`config.mk`:
```
export PLATFORM = sky130hd
export DESIGN_NAME = scs_scanner
export DESIGN_NICKNAME = d
export VERILOG_FILES = /design/src/rtl/scs_unused_placeholder.v /design/src/rtl/scs_scanner.v /design/src/rtl/scs_sync.v
export VERILOG_INCLUDE_DIRS = /design/src /design/src/rtl
export SDC_FILE = /design/constraint.sdc
export NUM_CORES = 1
export LEC_CHECK = 0
export BUFFER_PORTS_ARGS = -buffer_cell sky130_fd_sc_hd__buf_4
export CAP_MARGIN = 20
export CELL_PAD_IN_SITES_DETAIL_PLACEMENT = 0
export CELL_PAD_IN_SITES_GLOBAL_PLACEMENT = 1
export CORE_AREA = 2 2 163 165
export DETAILED_ROUTE_END_ITERATION = 10
export DIE_AREA = 0 0 165 167
export PLACE_DENSITY = 0.78
export SETUP_SLACK_MARGIN = 0.05
export SLEW_MARGIN = 40
export SYNTH_ARGS = -nofsm -noshare
export SYNTH_HDL_FRONTEND = slang
export SYNTH_SLANG_ARGS = --single-unit
```
`constraint.sdc`:
```
create_clock -name REF_CLK -period 2 [get_ports REF_CLK]
set_input_delay 0.1 -clock REF_CLK [delete_from_list [all_inputs] [get_ports REF_CLK]]
set_output_delay 0.1 -clock REF_CLK [all_outputs]
set_load 0.05 [all_outputs]
```
`src/rtl/scs_defs.vh`:
```
// Constants for the status channel scanner: offsets, reset values and timing counts.
`ifndef SCS_DEFS_VH
`define SCS_DEFS_VH

// ****************************************
// Sizes
// ****************************************
`define SCS_CHANNELS 24
`define SCS_GROUP_BITS 6
`define SCS_SYNC_WIDTH 38

// ****************************************
// Register offsets (byte addresses)
// ****************************************
`define SCS_ADDR_NONLATCH 8'h00
`define SCS_ADDR_LATCHES 8'h04
`define SCS_ADDR_GROUPS 8'h08
`define SCS_ADDR_STATUS 8'h0C

// ****************************************
// Reset values
// ****************************************
`define SCS_RST_NONLATCH 24'h000000
`define SCS_RST_LATCHES 24'hFFFFFF
`define SCS_RST_GROUPS 24'hFFFFFF
`define SCS_RST_SYNC 38'h27F7FFFFFF

// ****************************************
// Timing: strobe pulse shaper width
// ****************************************
`define SCS_CLK_PERIOD_NS 8
`define SCS_SHAPER_NS 32
`define SCS_SHAPER_CYCLES ((`SCS_SHAPER_NS + `SCS_CLK_PERIOD_NS - 1) / `SCS_CLK_PERIOD_NS)

`endif

```
`src/rtl/scs_unused_placeholder.v`:
```
// This file holds no logic.

```
`src/rtl/scs_scanner.v`:
```
// Twenty-four channel status scanner: remote channel latches, word counter, group
// multiplexer, and control-side group latches with clear and test controls.
//
// The address map and the address-and-strobe port were decided locally.
`include "scs_defs.vh"
`default_nettype none

// What this block does
// - Clear pushbutton drives clear line low remotely
// - Control test forces all group latches low
// - Low status bit turns indicator on
// - After test, groups return one per update
// - Low channel input resets its latch
// - Latch stays low after closure removed
// - Low clear line sets all channel latches
// - Strobe becomes low pulse; counter steps
// - Two-bit count goes to host and mux
// - Only one six-bit group is transmitted
// - Count selects channels 1-6 through 19-24
// - Latch output drives its remote indicator
// - Remote test forces all remote indicators on
// - Non-latching channel feeds raw input to the mux instead
// - Fourth word clocks one selected group latch
// - Four cycles refresh all twenty-four channels
// - Held closure reactivates after clear release
// - Remote test affects remote indicators only
module scs_scanner (
   input wire REF_CLK,
   input wire RSTN,
   input wire [23:0] CHAN_IN_N,
   input wire CLEAR_PUSHBUTTON_N,
   input wire CONTROL_TEST_PUSHBUTTON_N,
   input wire REMOTE_TEST_N,
   input wire CYCLE_DONE_STROBE,
   input wire [5:0] RX_GROUP_DATA,
   input wire WORD_ARRIVAL_STROBE_N,
   input wire WORD_SELECT_LOW,
   input wire WORD_SELECT_HIGH,
   input wire THREE_WORDS_RECEIVED_N,
   output reg CLEAR_LINE_N,
   output reg [5:0] GROUP_DATA_BITS,
   output reg [1:0] WORD_COUNTER,
   output reg SHAPED_PULSE_N,
   output reg [23:0] REMOTE_LED_N,
   output reg [23:0] CONTROL_LED_N,
   output reg [23:0] ALARM_DRIVE,
   input wire [7:0] REG_ADDR,
   input wire [31:0] REG_WDATA,
   input wire REG_WRITE,
   input wire REG_READ,
   output reg [31:0] REG_RDATA
);

   // ****************************************
   // Helpers
   // ****************************************

   // Picks the six-bit group of a 24-bit channel vector addressed by a two-bit index.
   function [5:0] group_of;
      input [23:0] vec;
      input [1:0] idx;
      begin
         case (idx)
            2'h0: group_of = vec[5:0];
            2'h1: group_of = vec[11:6];
            2'h2: group_of = vec[17:12];
            default: group_of = vec[23:18];
         endcase
      end
   endfunction

   // Returns the vector with the addressed six-bit group replaced.
   function [23:0] group_put;
      input [23:0] vec;
      input [1:0] idx;
      input [5:0] grp;
      reg [23:0] tmp;
      begin
         tmp = vec;
         case (idx)
            2'h0: tmp[5:0] = grp;
            2'h1: tmp[11:6] = grp;
            2'h2: tmp[17:12] = grp;
            default: tmp[23:18] = grp;
         endcase
         group_put = tmp;
      end
   endfunction

   // ****************************************
   // Input synchronisation
   // ****************************************

   wire [37:0] sync_in;
   wire [37:0] sync_out;

   assign sync_in = {THREE_WORDS_RECEIVED_N, WORD_SELECT_HIGH, WORD_SELECT_LOW,
                     WORD_ARRIVAL_STROBE_N, RX_GROUP_DATA, CYCLE_DONE_STROBE,
                     REMOTE_TEST_N, CONTROL_TEST_PUSHBUTTON_N, CLEAR_PUSHBUTTON_N,
                     CHAN_IN_N};

   scs_sync #(
      .WIDTH(`SCS_SYNC_WIDTH),
      .RESET_VAL(`SCS_RST_SYNC)
   ) u_sync (
      .clk(REF_CLK),
      .rstn(RSTN),
      .din(sync_in),
      .dout(sync_out)
   );

   wire [23:0] chan_n;
   wire clear_btn_n;
   wire ctrl_test_n;
   wire remote_test_n;
   wire cycle_done;
   wire [5:0] rx_data;
   wire arrival_n;
   wire [1:0] word_sel;
   wire three_words_n;

   assign chan_n = sync_out[23:0];
   assign clear_btn_n = sync_out[24];
   assign ctrl_test_n = sync_out[25];
   assign remote_test_n = sync_out[26];
   assign cycle_done = sync_out[27];
   assign rx_data = sync_out[33:28];
   assign arrival_n = sync_out[34];
   assign word_sel = sync_out[36:35];
   assign three_words_n = sync_out[37];

   // ****************************************
   // Registers
   // ****************************************

   reg [23:0] nonlatch;
   reg [23:0] chan_latch;
   reg [23:0] group_latch;
   reg cycle_done_d;
   reg arrival_d;
   reg [2:0] shaper_cnt;
   reg [23:0] mux_src;
   reg [31:0] next_rdata;

   // Reload value of the pulse-width counter, cut to the counter's width on use.
   localparam [31:0] SHAPER_LOAD = `SCS_SHAPER_CYCLES - 1;

   wire strobe_rise;
   wire arrival_fall;
   wire shaper_start;

   assign strobe_rise = cycle_done & ~cycle_done_d;
   assign arrival_fall = arrival_d & ~arrival_n;
   assign shaper_start = strobe_rise & SHAPED_PULSE_N;

   // ****************************************
   // Front panel clear line
   // ****************************************

   // The clear line follows the pushbutton and is the clear seen by the channel latches.
   always @(posedge REF_CLK) begin
      if (!RSTN) begin
         CLEAR_LINE_N <= 1'b1;
      end else begin
         CLEAR_LINE_N <= clear_btn_n;
      end
   end

   // ****************************************
   // Remote channel latches
   // ****************************************

   // Clear sets every latch and wins over a closure; a closure resets only its channel.
   always @(posedge REF_CLK) begin
      if (!RSTN) begin
         chan_latch <= `SCS_RST_LATCHES;
      end else if (!CLEAR_LINE_N) begin
         chan_latch <= `SCS_RST_LATCHES;
      end else begin
         chan_latch <= chan_latch & chan_n;
      end
   end

   // ****************************************
   // Strobe pulse shaper and word counter
   // ****************************************

   // Each cycle-done edge starts one fixed-width low pulse; further edges during the
   // pulse are absorbed, so the counter steps exactly once per pulse.
   always @(posedge REF_CLK) begin
      if (!RSTN) begin
         cycle_done_d <= 1'b0;
         shaper_cnt <= 3'h0;
         SHAPED_PULSE_N <= 1'b1;
         WORD_COUNTER <= 2'h0;
      end else begin
         cycle_done_d <= cycle_done;
         if (shaper_start) begin
            SHAPED_PULSE_N <= 1'b0;
            shaper_cnt <= SHAPER_LOAD[2:0];
            WORD_COUNTER <= WORD_COUNTER + 2'h1;
         end else if (!SHAPED_PULSE_N) begin
            if (shaper_cnt == 3'h0) begin
               SHAPED_PULSE_N <= 1'b1;
            end else begin
               shaper_cnt <= shaper_cnt - 3'h1;
            end
         end
      end
   end

   // ****************************************
   // Group multiplexer and remote indicators
   // ****************************************

   // Non-latching channels present their raw input in place of the latch output.
   always @* begin
      mux_src = (chan_latch & ~nonlatch) | (chan_n & nonlatch);
   end

   always @(posedge REF_CLK) begin
      if (!RSTN) begin
         GROUP_DATA_BITS <= 6'h3F;
         REMOTE_LED_N <= 24'hFFFFFF;
      end else begin
         GROUP_DATA_BITS <= group_of(mux_src, WORD_COUNTER);
         if (!remote_test_n) begin
            REMOTE_LED_N <= 24'h000000;
         end else begin
            REMOTE_LED_N <= chan_latch;
         end
      end
   end

   // ****************************************
   // Control side group latches
   // ****************************************

   // Only the fourth word of a cycle updates a group, so all 24 take four cycles.
   always @(posedge REF_CLK) begin
      if (!RSTN) begin
         arrival_d <= 1'b1;
         group_latch <= `SCS_RST_GROUPS;
      end else begin
         arrival_d <= arrival_n;
         if (!ctrl_test_n) begin
            group_latch <= 24'h000000;
         end else if (arrival_fall && !three_words_n) begin
            group_latch <= group_put(group_latch, word_sel, rx_data);
         end
      end
   end

   // A low status bit lights the indicator and turns the alarm driver on.
   always @(posedge REF_CLK) begin
      if (!RSTN) begin
         CONTROL_LED_N <= 24'hFFFFFF;
         ALARM_DRIVE <= 24'h000000;
      end else begin
         CONTROL_LED_N <= group_latch;
         ALARM_DRIVE <= ~group_latch;
      end
   end

   // ****************************************
   // Register port
   // ****************************************

   always @(posedge REF_CLK) begin
      if (!RSTN) begin
         nonlatch <= `SCS_RST_NONLATCH;
      end else if (REG_WRITE && REG_ADDR == `SCS_ADDR_NONLATCH) begin
         nonlatch <= REG_WDATA[23:0];
      end
   end

   always @* begin
      next_rdata = 32'h00000000;
      case (REG_ADDR)
         `SCS_ADDR_NONLATCH: next_rdata = {8'h00, nonlatch};
         `SCS_ADDR_LATCHES: next_rdata = {8'h00, chan_latch};
         `SCS_ADDR_GROUPS: next_rdata = {8'h00, group_latch};
         `SCS_ADDR_STATUS: next_rdata = {26'h0000000, remote_test_n, ctrl_test_n,
                                         CLEAR_LINE_N, SHAPED_PULSE_N, WORD_COUNTER};
         default: next_rdata = 32'h00000000;
      endcase
   end

   // Read data stand only in the cycle after the read strobe.
   always @(posedge REF_CLK) begin
      if (!RSTN) begin
         REG_RDATA <= 32'h00000000;
      end else if (REG_READ) begin
         REG_RDATA <= next_rdata;
      end else begin
         REG_RDATA <= 32'h00000000;
      end
   end

endmodule // scs_scanner

`default_nettype wire

```
`src/rtl/scs_sync.v`:
```
// Three-stage input synchroniser that accepts a change once stages two and three agree.
`default_nettype none

module scs_sync #(
   parameter WIDTH = 1,
   parameter [WIDTH-1:0] RESET_VAL = {WIDTH{1'b0}}
) (
   input wire clk,
   input wire rstn,
   input wire [WIDTH-1:0] din,
   output reg [WIDTH-1:0] dout
);

   reg [WIDTH-1:0] stage1;
   reg [WIDTH-1:0] stage2;
   reg [WIDTH-1:0] stage3;
   integer i;

   // The first stage feeds only the second stage.
   always @(posedge clk) begin
      if (!rstn) begin
         stage1 <= RESET_VAL;
         stage2 <= RESET_VAL;
         stage3 <= RESET_VAL;
         dout <= RESET_VAL;
      end else begin
         stage1 <= din;
         stage2 <= stage1;
         stage3 <= stage2;
         for (i = 0; i < WIDTH; i = i + 1) begin
            if (stage2[i] == stage3[i]) begin
               dout[i] <= stage3[i];
            end
         end
      end
   end

endmodule // scs_sync

`default_nettype wire

```
* After elaboration in Yosys (flattened, before gate mapping)
Cells that the tools add are included.
** Storage, ports and cells
- Register bits after elaboration :: 343
- Bits of input ports :: 82
** Cells by class
- Reductions and logical operators :: 17
- Equal/unequal tests :: 52
- Mux-type cells :: 15
- Add/sub/neg operators :: 2
- Bitwise operators :: 14
** Operators by type and width (count)
- one-hot mux 24 bit (4 select lines) :: 1
- bitwise AND 24 bit :: 3
- two-way mux 24 bit :: 3
- inverter 24 bit :: 2
- == test 1 bit :: 38
- two-way mux 6 bit :: 4
- OR 24 bit :: 1
- one-hot mux 6 bit (3 select lines) :: 1
- == test 8 x 4 -> 1 bit, second input constant :: 2
- AND reduction 2 bit :: 8
- != test 2 bit, second input constant :: 6
- == test 8 x 3 -> 1 bit, second input constant :: 1
- logical NOT 8 bit :: 1
- two-way mux 2 bit :: 3
- inverter 1 bit :: 5
- == test 2 x 1 -> 1 bit, second input constant :: 2
- == test 2 bit, second input constant :: 2
- logical NOT 2 bit :: 2
- bitwise AND 1 bit :: 3
- logical NOT 3 bit :: 1
- two-way mux 1 bit :: 3
- OR reduction 3 bit :: 1
- subtractor 3 x 1 -> 3 bit, second input constant :: 1
- adder 2 x 1 -> 2 bit, second input constant :: 1
- 4 further kinds :: 5

* Longest topological paths before layout
Gate-level depths: netlist of run 1.
- Depth after elaboration :: 5
- Mapped depth :: 6

* Modules after synthesis
A second synthesis of run 1 with hierarchy kept.
** Second synthesis, totals
- Cells, all modules :: 1066
- Area, all modules :: 11118.2 µm²
** By module, submodules not included
- scs_scanner :: seq. area each 3663.5 µm², cells each 670, area each 6746.5 µm², times used 1
- scs_sync :: seq. area each 3042.9 µm², cells each 396, area each 4371.7 µm², times used 1

* Worst setup path before layout of run 1
No wires, ideal clock.
- Path type :: reg-to-reg
- Start point :: register u_sync.dout[36]
- End point :: register group_latch[0]
- Arrival :: 1.555 ns
- Path slack :: 0.323 ns
- Path buffers :: 1
- Library setup time :: 0.122 ns
- Stages on the path, launching flop included :: 5
- Path through :: dfxtp_1 or3b_2 or2_2 clkbuf_1 a311o_1
** Between the ends
- Longest elaborated chain between the ends :: 3
** Ends and longest elaborated chain
- start: declaration :: RTL line scs_sync.v:11 : output reg [WIDTH-1:0] dout
- start signal: indexed assignment :: RTL line scs_sync.v:32 : dout[i] <= stage3[i];
- logical NOT 2 bit :: RTL line scs_scanner.v:80 : case (idx)
- != test 2 bit (no line)
- AND reduction 2 bit (no line)
- end signal: assignment :: RTL line scs_scanner.v:243 : group_latch <= `SCS_RST_GROUPS;
- end signal: assignment :: RTL line scs_scanner.v:249 : group_latch <= group_put(group_latch, word_sel, rx_data);
- end: declaration :: RTL line scs_scanner.v:138 : reg [23:0] group_latch;
No other way between the ends.
A chain may end at the register's enable or synchronous reset.

* Final worst setup path of run 1
- Start point :: register u_sync.dout[36]
- End point :: register group_latch[1]
Same word-level chain as after synthesis.

==> metrics.yaml, run 1 <==
status: "completed"
crit_chain: "or3b_2 -> or2_2 -> a311o_1"
synth_top_family_by_area: "simple AND/OR/NAND/NOR gates"
overflow: 0
period_needed_ns: 1.669
synth-edff-count: 0
core_mm2: 0.02576
irDropWorstVdd_mv: 0.5516
slew_headroom_pct: 64.77
dr_total_vias: 7684
rsz0062_at_grt: "no"
cp-startpoint: "u_sync.dout[36]"
rrSetupSlack_ns: 0.33
area_delta_synth_final_pct: 31.30
die_w_um: 165
min_path_type: "in -> reg"
r2r_end: "group_latch[1]"
io_pins: 196
ys_ff_latch: 335
cts_inserted_buffers: 36
setup_tns_ns: 0
clockRootBuffer: "clkbuf_16"
die_height_um: 167
yosys.area.top_type: "dfxtp_1"
synth_top_area_share_pct: 61.10
crit_family: "simple AND/OR/NAND/NOR gates"
r2r-start: "u_sync.dout[36]"
n_fill_cell: 2254
critPathCaptureType: "flop"
placed_area_mm2: 0.01261
portBuffers: 179
cts_sinks: 335
critPathSlowestCell: "or3b_2"
synth-async-reset-ratio_pct: 0
initial_utilization_pct: 42.60
finalNonFillerCells: 1631
ys_seq_area_share_pct: 61.10
fmax_mhz: 599.0
drtPass1Iterations: 5
drcViolationCount: 0
grt_usage_pct: 17.56
critPathCapture: "group_latch[1]"
multi_input_area_mm2: 0.003850
ys.flop_type: "dfxtp_1"
synth_mux_area_share_pct: 7.547
antenna_cells: 0
cellPowerDensity_mw_per_mm2: 959.3
drive_above_1_share_pct: 22.15
grt_pass1_wl_um: 37960
synth-compound-area-share_pct: 10.02
fin_util_pct: 55.94
total_leakage_power_nw: 5.918
worst_pin_slew_ns: 0.5284
rr_worst_depth: 3
synth.distinct_cells: 39
yosysMostFrequentCell: "dfxtp_1"
wl_per_cell_um: 15.01
antenna_found_initial: 0
clock_skew_ns: 0.01544
critPathLaunchType: "flop"
seq_area_mm2: 0.006706
drt_iter0_drc: 404
path_clk_slew_ns: 0.06
place.gp.congestion: 0.8431
ant_nets: 0
grt_start_max_net_pins: 129
max_stage_delay_ns: 0.51
period_share_pct: 83.47
ctsResizeCount: 0
maxCapViolCount: 0
hold_ws_ns: 0.07933
worstPathRequired_ns: 2.38
yosysWarnings: 0
final_area_mm2: 0.01441
synthTopCellsByArea: "dfxtp_1 61%, nand2b_1 7.0%, mux2i_1 4.5%"
crit_type: "reg -> reg"
worstSkewPairLatency_ns: 0.50
die_area_mm2: 0.02756
cts_buffer_depth: 3
syn_area_mm2: 0.01098
grt_pass1_vias: 7163
drv_slew: 0
cp_max_fo: 6
cts_tree: "built"
cp.depth: 3
placed_cells: 1506
dp_hpwl_um: 16860
via_per_inst: 4.711
synth_top_cells_by_count: "335 x dfxtp_1, 123 x nand2b_1, 115 x nand2_1, 65 x nor2_1, 49 x mux2i_1"
cts_max_level: 2
num-nets-final: 1361
hold_violations: 0
synthXorXnorAreaFrac_pct: 0.07980
synth_fa_ha_area_share_pct: 0.6840
routed_wl_um: 24480
synthCells: 1038
cp.arrival_ns: 2.05
post_synth.cell_area_avg_um2: 10.57
crit_buf_inv: 0
setup_viol: 0
rows: 59
synth-simple-area-share_pct: 16.47
## how the worst min path moves through the flow
stage               cells past startpoint  slack, ns                 to           from
global route                            4       0.08        nonlatch[4]    REG_ADDR[1]
finish                                  4       0.08        nonlatch[4]    REG_ADDR[1]
CTS                                     4       0.07        nonlatch[4]    REG_ADDR[1]
global placement                        2       0.28  u_sync.stage1[16]  CHAN_IN_N[16]
floorplan                               1       0.20   u_sync.stage1[0]   CHAN_IN_N[0]
detailed placement                      2       0.29  u_sync.stage1[14]  CHAN_IN_N[14]
## worst min-delay path: stages
cell and delay (ns):
buf_4 0.10, nor4_4 0.04, buf_12 0.16, mux2i_1 0.13
## flip-flops by register name, indices dropped and copies added (netlist names)
register / count
ALARM_DRIVE: 24
WORD_COUNTER: 2
u_sync.stage1: 38
u_sync.dout: 38
cycle_done_d: 1
group_latch: 24
chan_latch: 24
GROUP_DATA_BITS: 6
nonlatch: 24
u_sync.stage3: 38
CLEAR_LINE_N: 1
shaper_cnt: 3
CONTROL_LED_N: 24
u_sync.stage2: 38
REG_RDATA: 24
arrival_d: 1
SHAPED_PULSE_N: 1
REMOTE_LED_N: 24
## what timing repair did
action | CTS | global route
hold buffers | 64 | 0
buffers inserted | 0 | 0
endpoints found under the hold margin | 70 | 0
## area by class of cell
class / instances / share of cell area, %
clock buffer: 53 / 7.536
tap: 335 / 2.908
sequential: 335 / 46.54
multi-input combinational: 609 / 26.71
inverter: 30 / 0.7814
clock inverter: 8 / 0.5296
timing repair buffer: 261 / 14.99
## logic make-up (layout without fill, tap and decap cells)
group,Yosys count,count (layout)
simple gates,360,360
flops,335,335
compound gates,161,161
buf+inv,101,352
mux,73,73
fa+ha+maj,6,6
other cells,1,8
xor+xnor,1,1
## placed cells by master, fill, tap and decap left out, types with 3 or more instances in the layout
cell,n
clkbuf_16,37
mux2i_1,49
a311o_1,24
clkbuf_1,6
clkbuf_8,10
buf_4,193
dfxtp_1,335
inv_1,30
a22oi_1,6
a32oi_1,6
o21ai_0,41
a21oi_1,39
mux2_2,18
a21o_1,24
buf_12,3
or2_2,5
nor2_1,65
mux4_2,6
conb_1,8
ha_1,6
clkinv_2,4
nand2_1,115
nor3_1,24
a2bb2oi_1,18
and2_1,10
nand2b_1,123
dlygate4sd3_1,64
nor2b_1,5
## metal layers
| layer | track usage (%) | vias to the layer above | routed length [µm] |
|---|---|---|---|
| met3 | 3.387 | 52 | 1320 |
| met4 | 6.578 | 0 | 682 |
| met5 | 0 | - | 0 |
| li1 | - | 3914 | - |
| met1 | 23.34 | 3501 | 11100 |
| met2 | 28.26 | 217 | 11370 |
## metrics by stage
step | worst slack [ns] | total power [mW]
floorplan | 0.3229 | 7.291
global placement | 0.2729 | 7.482
detailed placement | 0.2756 | 7.487
CTS | 0.3489 | 13.99
global route | 0.3012 | 14.33
finish | 0.3306 | 13.82
## power breakdown
part           internal (mW)  switching, mW  leakage (nW)
Sequential              6.78         0.0439          2.73
Clock                   3.88           2.51         0.571
Combinational          0.319          0.291          2.62
Total                   11.0           2.84          5.92
Note: power is estimated with default switching activity, not from simulation.
==> run 2, diff against run 1 <==
clock period = 1.7 ns   (was 2 ns; I/O delays follow)
==> metrics.yaml, run 2 (same netlist as run 1, synthesis figures left out) <==
hold_violations: 0  # unchanged
status: "completed"
final_common_cell: "dfxtp_1"
path_common_cell: "dlygate4sd3_1"
rows: 59  # unchanged
grt_pass1_wl_um: 38740  # +2.1%
cp.arrival_ns: 1.99  # -0.06 ns
maxCapViolCount: 0  # unchanged
crit_type: "in -> reg"
io_pins: 196  # unchanged
n_fill_cell: 2217  # -1.6%
seq_area_mm2: 0.006706  # unchanged
setup_viol: 0  # unchanged
clock_skew_ns: 0.01830  # +0.002861 ns
initial_utilization_pct: 42.60  # unchanged
die_w_um: 165  # unchanged
comb_power_share_pct: 4.5  # about the same
cts_inserted_buffers: 35  # -2.8%
place.gp.congestion: 0.8397  # -0.40%
grt_usage_pct: 17.95  # +0.39 points
irDropWorstVdd_mv: 0.9962  # +81%
final_cell_mix: "335 x dfxtp_1, 194 x buf_4, 123 x nand2b_1, 115 x nand2_1, 70 x dlygate4sd3_1"
cellPowerDensity_mw_per_mm2: 1136  # +18%
period_needed_ns: 1.605
fmax_mhz: 623.1
worstPathRequired_ns: 2.09  # -0.29 ns
drtPass1Iterations: 5  # unchanged
internal_power_mw: 13.20  # +20%
cts_tree: "built"
drt_iter0_drc: 381  # -5.7%
cts_sinks: 335  # unchanged
critPathLaunchType: "input pin"
via_per_inst: 4.747  # +0.77%
drcViolationCount: 0  # unchanged
cp_max_fo: 1  # -5
drive_above_1_share_pct: 22.25  # +0.10 points
finalPower_mw: 16.56  # +20%
p_seq_share_pct: 48.5  # -0.9 points
routed_wl_um: 24950  # +1.9%
antenna_cells: 0  # unchanged
pwr-share-clk_pct: 47.0  # +0.8 points
ant_nets: 0  # unchanged
setup_tns_ns: 0  # unchanged
dr_total_vias: 7800  # +1.5%
drv_slew: 0  # unchanged
multi_input_area_mm2: 0.003855  # +0.13%
antenna_found_initial: 0  # unchanged
cts_buffer_depth: 3  # unchanged
critPathCaptureType: "flop"
die_height_um: 167  # unchanged
grt_pass1_vias: 7397  # +3.3%
postCtsSetupBuffers: 0  # unchanged
core_mm2: 0.02576  # unchanged
num-nets-final: 1370  # +0.66%
slew_headroom_pct: 64.81  # about the same
rr_worst_depth: 3  # unchanged
total_leakage_power_nw: 6.000  # +1.4%
hold_depth: 3  # -1
p_sw_mw: 3.362  # +18%
wl_per_cell_um: 15.19  # +1.2%
rsz0062_at_grt: "no"
critPathSlowestCell: "dlygate4sd3_1"
grt_start_max_net_pins: 85  # -34%
portBuffers: 179  # unchanged
dp_hpwl_um: 17210  # +2.1%
die_area_mm2: 0.02756  # unchanged
switching_share_pct: 20.30  # -0.26 points
worstSkewPairLatency_ns: 0.51  # about the same
min_path_type: "in -> reg"
worst_pin_slew_ns: 0.5279  # -0.0005219 ns
period_share_pct: 94.40
area_delta_synth_final_pct: 32.85
overflow: 0  # unchanged
cts_max_level: 2  # unchanged
clockRootBuffer: "clkbuf_16"
path_clk_slew_ns: 0.06  # about the same
max_stage_delay_ns: 0.56  # +0.05 ns
crit_chain: "dlygate4sd3_1 -> buf_4 -> nand2_1 -> dlygate4sd3_1 -> mux2i_1 -> dlygate4sd3_1"
run 2: changes by cell type in the layout (fill, tap and decap cells not counted), sizes merged:
cell,delta
dlygate4sd3,+6
clkinv,+2
buf,+3
dlymetal6s4s,+1
bufinv,+2
inv,-1
clkinvlp,-1
run 2: layout make-up:
| type | count | area share [%] |
|---|---|---|
| Sequential cell | 335 | 45.99 |
| Multi-Input combinational cell | 609 | 26.44 |
| Timing Repair Buffer | 271 | 15.64 |
| Clock buffer | 53 | 7.379 |
| Tap cell | 335 | 2.875 |
| Clock inverter | 10 | 0.9010 |
| Inverter | 30 | 0.7723 |
run 2: worst paths after layout:
path                startpoint                end  slack (ns)
max               REG_WDATA[2]        nonlatch[2]         0.1
min                       RSTN    REMOTE_LED_N[0]        0.03
max reg2reg    u_sync.dout[36]     group_latch[4]         0.1
min reg2reg  u_sync.stage1[34]  u_sync.stage2[34]        0.40
run 2: power groups by stage:
stage          clock (mW)  combinational (mW)  sequential, mW
6_report             7.78               0.752            8.03
5_1_grt              8.27               0.811            8.04
4_1_cts              7.96               0.754            8.03
3_5_place_dp            0               0.626            8.21
3_3_place_gp            0               0.624            8.20
2_1_floorplan           0               0.366            8.21
run 2: worst max-delay path: cells and delay by family:
| kind | cells | cell delay [ns] |
|---|---|---|
| buffers and inverters | 4 | 1.79 |
| multiplexers | 1 | 0.07 |
| AND/OR/NAND/NOR | 1 | 0.04 |
run 2: repair_timing:
action | 4_1_cts | 5_1_grt
hold buffers | 71 | 0
hold endpoints to repair | 74 | 0
resized for setup | 0 | 2
setup endpoints to repair | 0 | 21
run 2: per-layer routing:
metal  up-vias  track usage [%]  part of all wire [%]
met5         -                0                     0
met1      3604            23.07                    45
met2       205            30.13                    48
li1       3933                -                     -
met3        58            2.715                   4.2
met4         0            7.183                   3.2
run 2: per-stage QoR:
step	area [µm²]	utilization (%)	setup WS, ns	instances	hold WS, ns
after CTS	14580	56.58	0.08461	1643	0.01857
final	14580	56.60	0.09514	1643	0.03375
after global placement	12660	49.13	0.05261	1509	0.2693
after global routing	14580	56.60	0.05060	1643	0.04026
after detailed placement	12660	49.13	0.02490	1509	0.2714
after floorplan	11010	-	0.1324	1045	0.1865
==> run 3, diff against run 2 <==
ABC_AREA = 1   (was unset)
CORE_AREA = 2 2 169 171   (was 2 2 163 165)
DIE_AREA = 0 0 171 173   (was 0 0 165 167)
PLACE_DENSITY = 0.77   (was 0.78)
==> metrics.yaml, run 3 <==
status: "completed"
postLayoutSetupSlackWorst_ns: 0.2082  # +0.1131 ns
total_leakage_power_nw: 6.605  # +10%
die_area_mm2: 0.02958  # +7.4%
ys.flop_type: "dfxtp_1"
synth-async-reset-ratio_pct: 0  # unchanged
grt_start_max_net_pins: 67  # -21%
synth.distinct_cells: 28  # -28%
critPathCaptureType: "flop"
grt_pass1_wl_um: 43430  # +12%
portBuffers: 179  # unchanged
ys_seq_area_share_pct: 59.81  # -1.3 points
via_per_inst: 4.553  # -4.1%
yosysMostFrequentCell: "dfxtp_1"
initial_utilization_pct: 40.59  # -2.0 points
antenna_found_initial: 0  # unchanged
syn_area_mm2: 0.01121  # +2.2%
dp_hpwl_um: 19340  # +12%
area_delta_synth_final_pct: 31.28
grt_pass1_vias: 8183  # +11%
worstSkewPairLatency_ns: 0.51  # about the same
antenna_cells: 0  # unchanged
synth-simple-area-share_pct: 21.55  # +5.1 points
path_clk_slew_ns: 0.06  # about the same
rows: 61  # +3.4%
drcViolationCount: 0  # unchanged
dr_total_vias: 8642  # +11%
num-nets-final: 1587  # +16%
core_mm2: 0.02763  # +7.2%
clockRootBuffer: "clkbuf_16"
worst_pin_slew_ns: 0.6253  # +0.09747 ns
critPathLaunchType: "flop"
hold_depth: 6  # +3
min_path_type: "in -> reg"
hold_buffers: 65  # -8.5%
p_seq_share_pct: 49.5  # +1.0 points
post_synth.cell_area_avg_um2: 8.956  # -15%
irDropWorstVdd_mv: 0.5903  # -41%
crit_buf_inv: 1  # -3
overflow: 0  # unchanged
rr_worst_depth: 6  # +3
ys_ff_latch: 335  # unchanged
internal_power_mw: 12.85  # -2.7%
comb_power_share_pct: 4.1  # -0.4 points
rrSetupSlack_ns: 0.21  # +0.11 ns
yosysWarnings: 0  # unchanged
clock_skew_ns: 0.01203  # -0.006273 ns
postCtsSetupBuffers: 0  # unchanged
pwr-share-clk_pct: 46.5  # -0.5 points
period_share_pct: 87.75  # -6.7 points
synthTopCellsByArea: "dfxtp_1 60%, nand2_1 7.8%, or2_2 6.0%"
crit_chain: "inv_1 -> ha_1 -> o211ai_1 -> nand3_1 -> nand2_1 -> nand3_1"
routed_wl_um: 27630  # +11%
crit_family: "flip-flops"
setup_viol: 0  # unchanged
cts_max_level: 2  # unchanged
synth_fa_ha_area_share_pct: 0.6695  # -0.015 points
r2r_end: "GROUP_DATA_BITS[2]"
setup_tns_ns: 0  # unchanged
synth-compound-area-share_pct: 10.47  # +0.45 points
worstHoldStart: "REG_ADDR[1]"
die_height_um: 173  # +3.6%
critPathSlowestCell: "dfxtp_1"
dp_slack_ns: 0.2004  # +0.1755 ns
die_w_um: 171  # +3.6%
wl_per_cell_um: 14.56  # -4.1%
cts_buffer_depth: 3  # unchanged
synth_top_area_share_pct: 59.81  # -1.3 points
drtPass1Iterations: 5  # unchanged
place.gp.congestion: 0.8884  # +5.8%
yosys.area.top_type: "dfxtp_1"
cp_max_fo: 7  # +6
rsz0062_at_grt: "no"
switching_share_pct: 20.69  # +0.39 points
maxCapViolCount: 0  # unchanged
cts_tree: "built"
synthCells: 1252  # +21%
synthXorXnorAreaFrac_pct: 0  # -0.080 points
ctsResizeCount: 0  # unchanged
synth_top_cells_by_count: "335 x dfxtp_1, 234 x nand2_1, 135 x inv_1, 107 x or2_2, 105 x o21ai_0"
synth_top_family_by_area: "simple AND/OR/NAND/NOR gates"
final_common_cell: "dfxtp_1"
cellPowerDensity_mw_per_mm2: 1101  # -3.1%
fmax_mhz: 670.3  # +7.6%
cp.arrival_ns: 1.87  # -0.12 ns
r2r-start: "WORD_COUNTER[0]"
slew_headroom_pct: 58.21  # -6.6 points
cts_sinks: 335  # unchanged
synth-edff-count: 0  # unchanged
io_pins: 196  # unchanged
max_stage_delay_ns: 0.45  # -0.11 ns
hold_violations: 0  # unchanged
synth_mux_area_share_pct: 0  # -7.5 points
path_common_cell: "nand3_1"
drt_iter0_drc: 578  # +52%
period_needed_ns: 1.492  # -0.1131 ns
cts_inserted_buffers: 36  # +2.9%
crit_type: "reg -> reg"
whs_endpoint: "nonlatch[2]"
drive_above_1_share_pct: 26.64  # +4.4 points
p_sw_mw: 3.353  # -0.29%
worstPathRequired_ns: 2.08  # about the same
grt_usage_pct: 18.69  # +0.74 points
final_cell_mix: "335 x dfxtp_1, 234 x nand2_1, 189 x buf_4, 134 x inv_1, 107 x or2_2"
ant_nets: 0  # unchanged
drv_slew: 0  # unchanged
-- run 3: cell types whose count changed in the layout (fill, tap and decap cells not counted), moves of 26 or more --
cell      delta
mux2i_1     -49
or2_2      +103
a21oi_1     +26
nand2b_1   -123
nand3_1     +67
nand2_1    +119
o21ai_0     +64
inv_1      +104
-- run 3: worst max path at each step --
stage / startpoint / depth (start not counted) / slack, ns / end
finish: WORD_COUNTER[0] / 6 / 0.21 / GROUP_DATA_BITS[2]
global route: WORD_COUNTER[0] / 6 / 0.06 / GROUP_DATA_BITS[4]
CTS: WORD_COUNTER[0] / 6 / 0.22 / GROUP_DATA_BITS[2]
detailed placement: WORD_COUNTER[0] / 6 / 0.20 / GROUP_DATA_BITS[2]
global placement: WORD_COUNTER[0] / 6 / 0.29 / GROUP_DATA_BITS[2]
floorplan: WORD_COUNTER[0] / 6 / 0.17 / GROUP_DATA_BITS[0]
-- run 3: worst register-to-register path: stages, from the launching register on --
cell	delay [ns]
dfxtp_1	0.45
inv_1	0.10
ha_1	0.30
o211ai_1	0.20
nand3_1	0.16
nand2_1	0.09
nand3_1	0.07
-- run 3: power groups by stage --
stage	logic, mW	registers [mW]	clock network, mW
after floorplan	0.307	8.19	0
after global routing	0.717	8.02	8.04
after global placement	0.537	8.18	0
after CTS	0.659	8.01	7.71
after detailed placement	0.540	8.19	0
final	0.657	8.01	7.53
-- run 3: cells by family (layout without fill, tap and decap cells) --
family | after synthesis | count (layout)
buffers and inverters | 195 | 456
flip-flops | 335 | 335
AND/OR/NAND/NOR | 505 | 505
other | 1 | 8
AO/OA/AOI/OAI | 210 | 210
adder cells (fa/ha/maj) | 6 | 6
-- run 3: layout make-up --
| type | instances | area (µm²) |
|---|---|---|
| multi-input cells | 729 | 3695 |
| well taps | 378 | 473.0 |
| fillers | 2624 | 12910 |
| clock buffers | 51 | 1039 |
| inverters | 137 | 516.7 |
| clock inverters | 8 | 101.3 |
| repair buffers | 260 | 2190 |
| flip-flops and latches | 335 | 6706 |
-- run 3: per-stage QoR --
| step | util (%) | std cells | hold WS [ns] | instance area (µm²) | power, mW |
|---|---|---|---|---|---|
| after floorplan | - | 1259 | 0.1826 | 11240 | 8.494 |
| after global placement | 46.80 | 1774 | 0.2724 | 12930 | 8.720 |
| after detailed placement | 46.80 | 1774 | 0.2742 | 12930 | 8.727 |
| after CTS | 53.28 | 1898 | 0.03366 | 14720 | 16.39 |
| after global routing | 53.28 | 1898 | 0.05049 | 14720 | 16.78 |
| final | 53.28 | 1898 | 0.04881 | 14720 | 16.20 |
-- run 3: metal layers --
| metal | wire, µm | vias up | track usage (%) |
|---|---|---|---|
| li1 | - | 4427 | - |
| met5 | 0 | - | 0 |
| met1 | 13060 | 3920 | 26.23 |
| met3 | 1554 | 57 | 2.747 |
| met4 | 854 | 0 | 6.886 |
| met2 | 12170 | 238 | 29.12 |
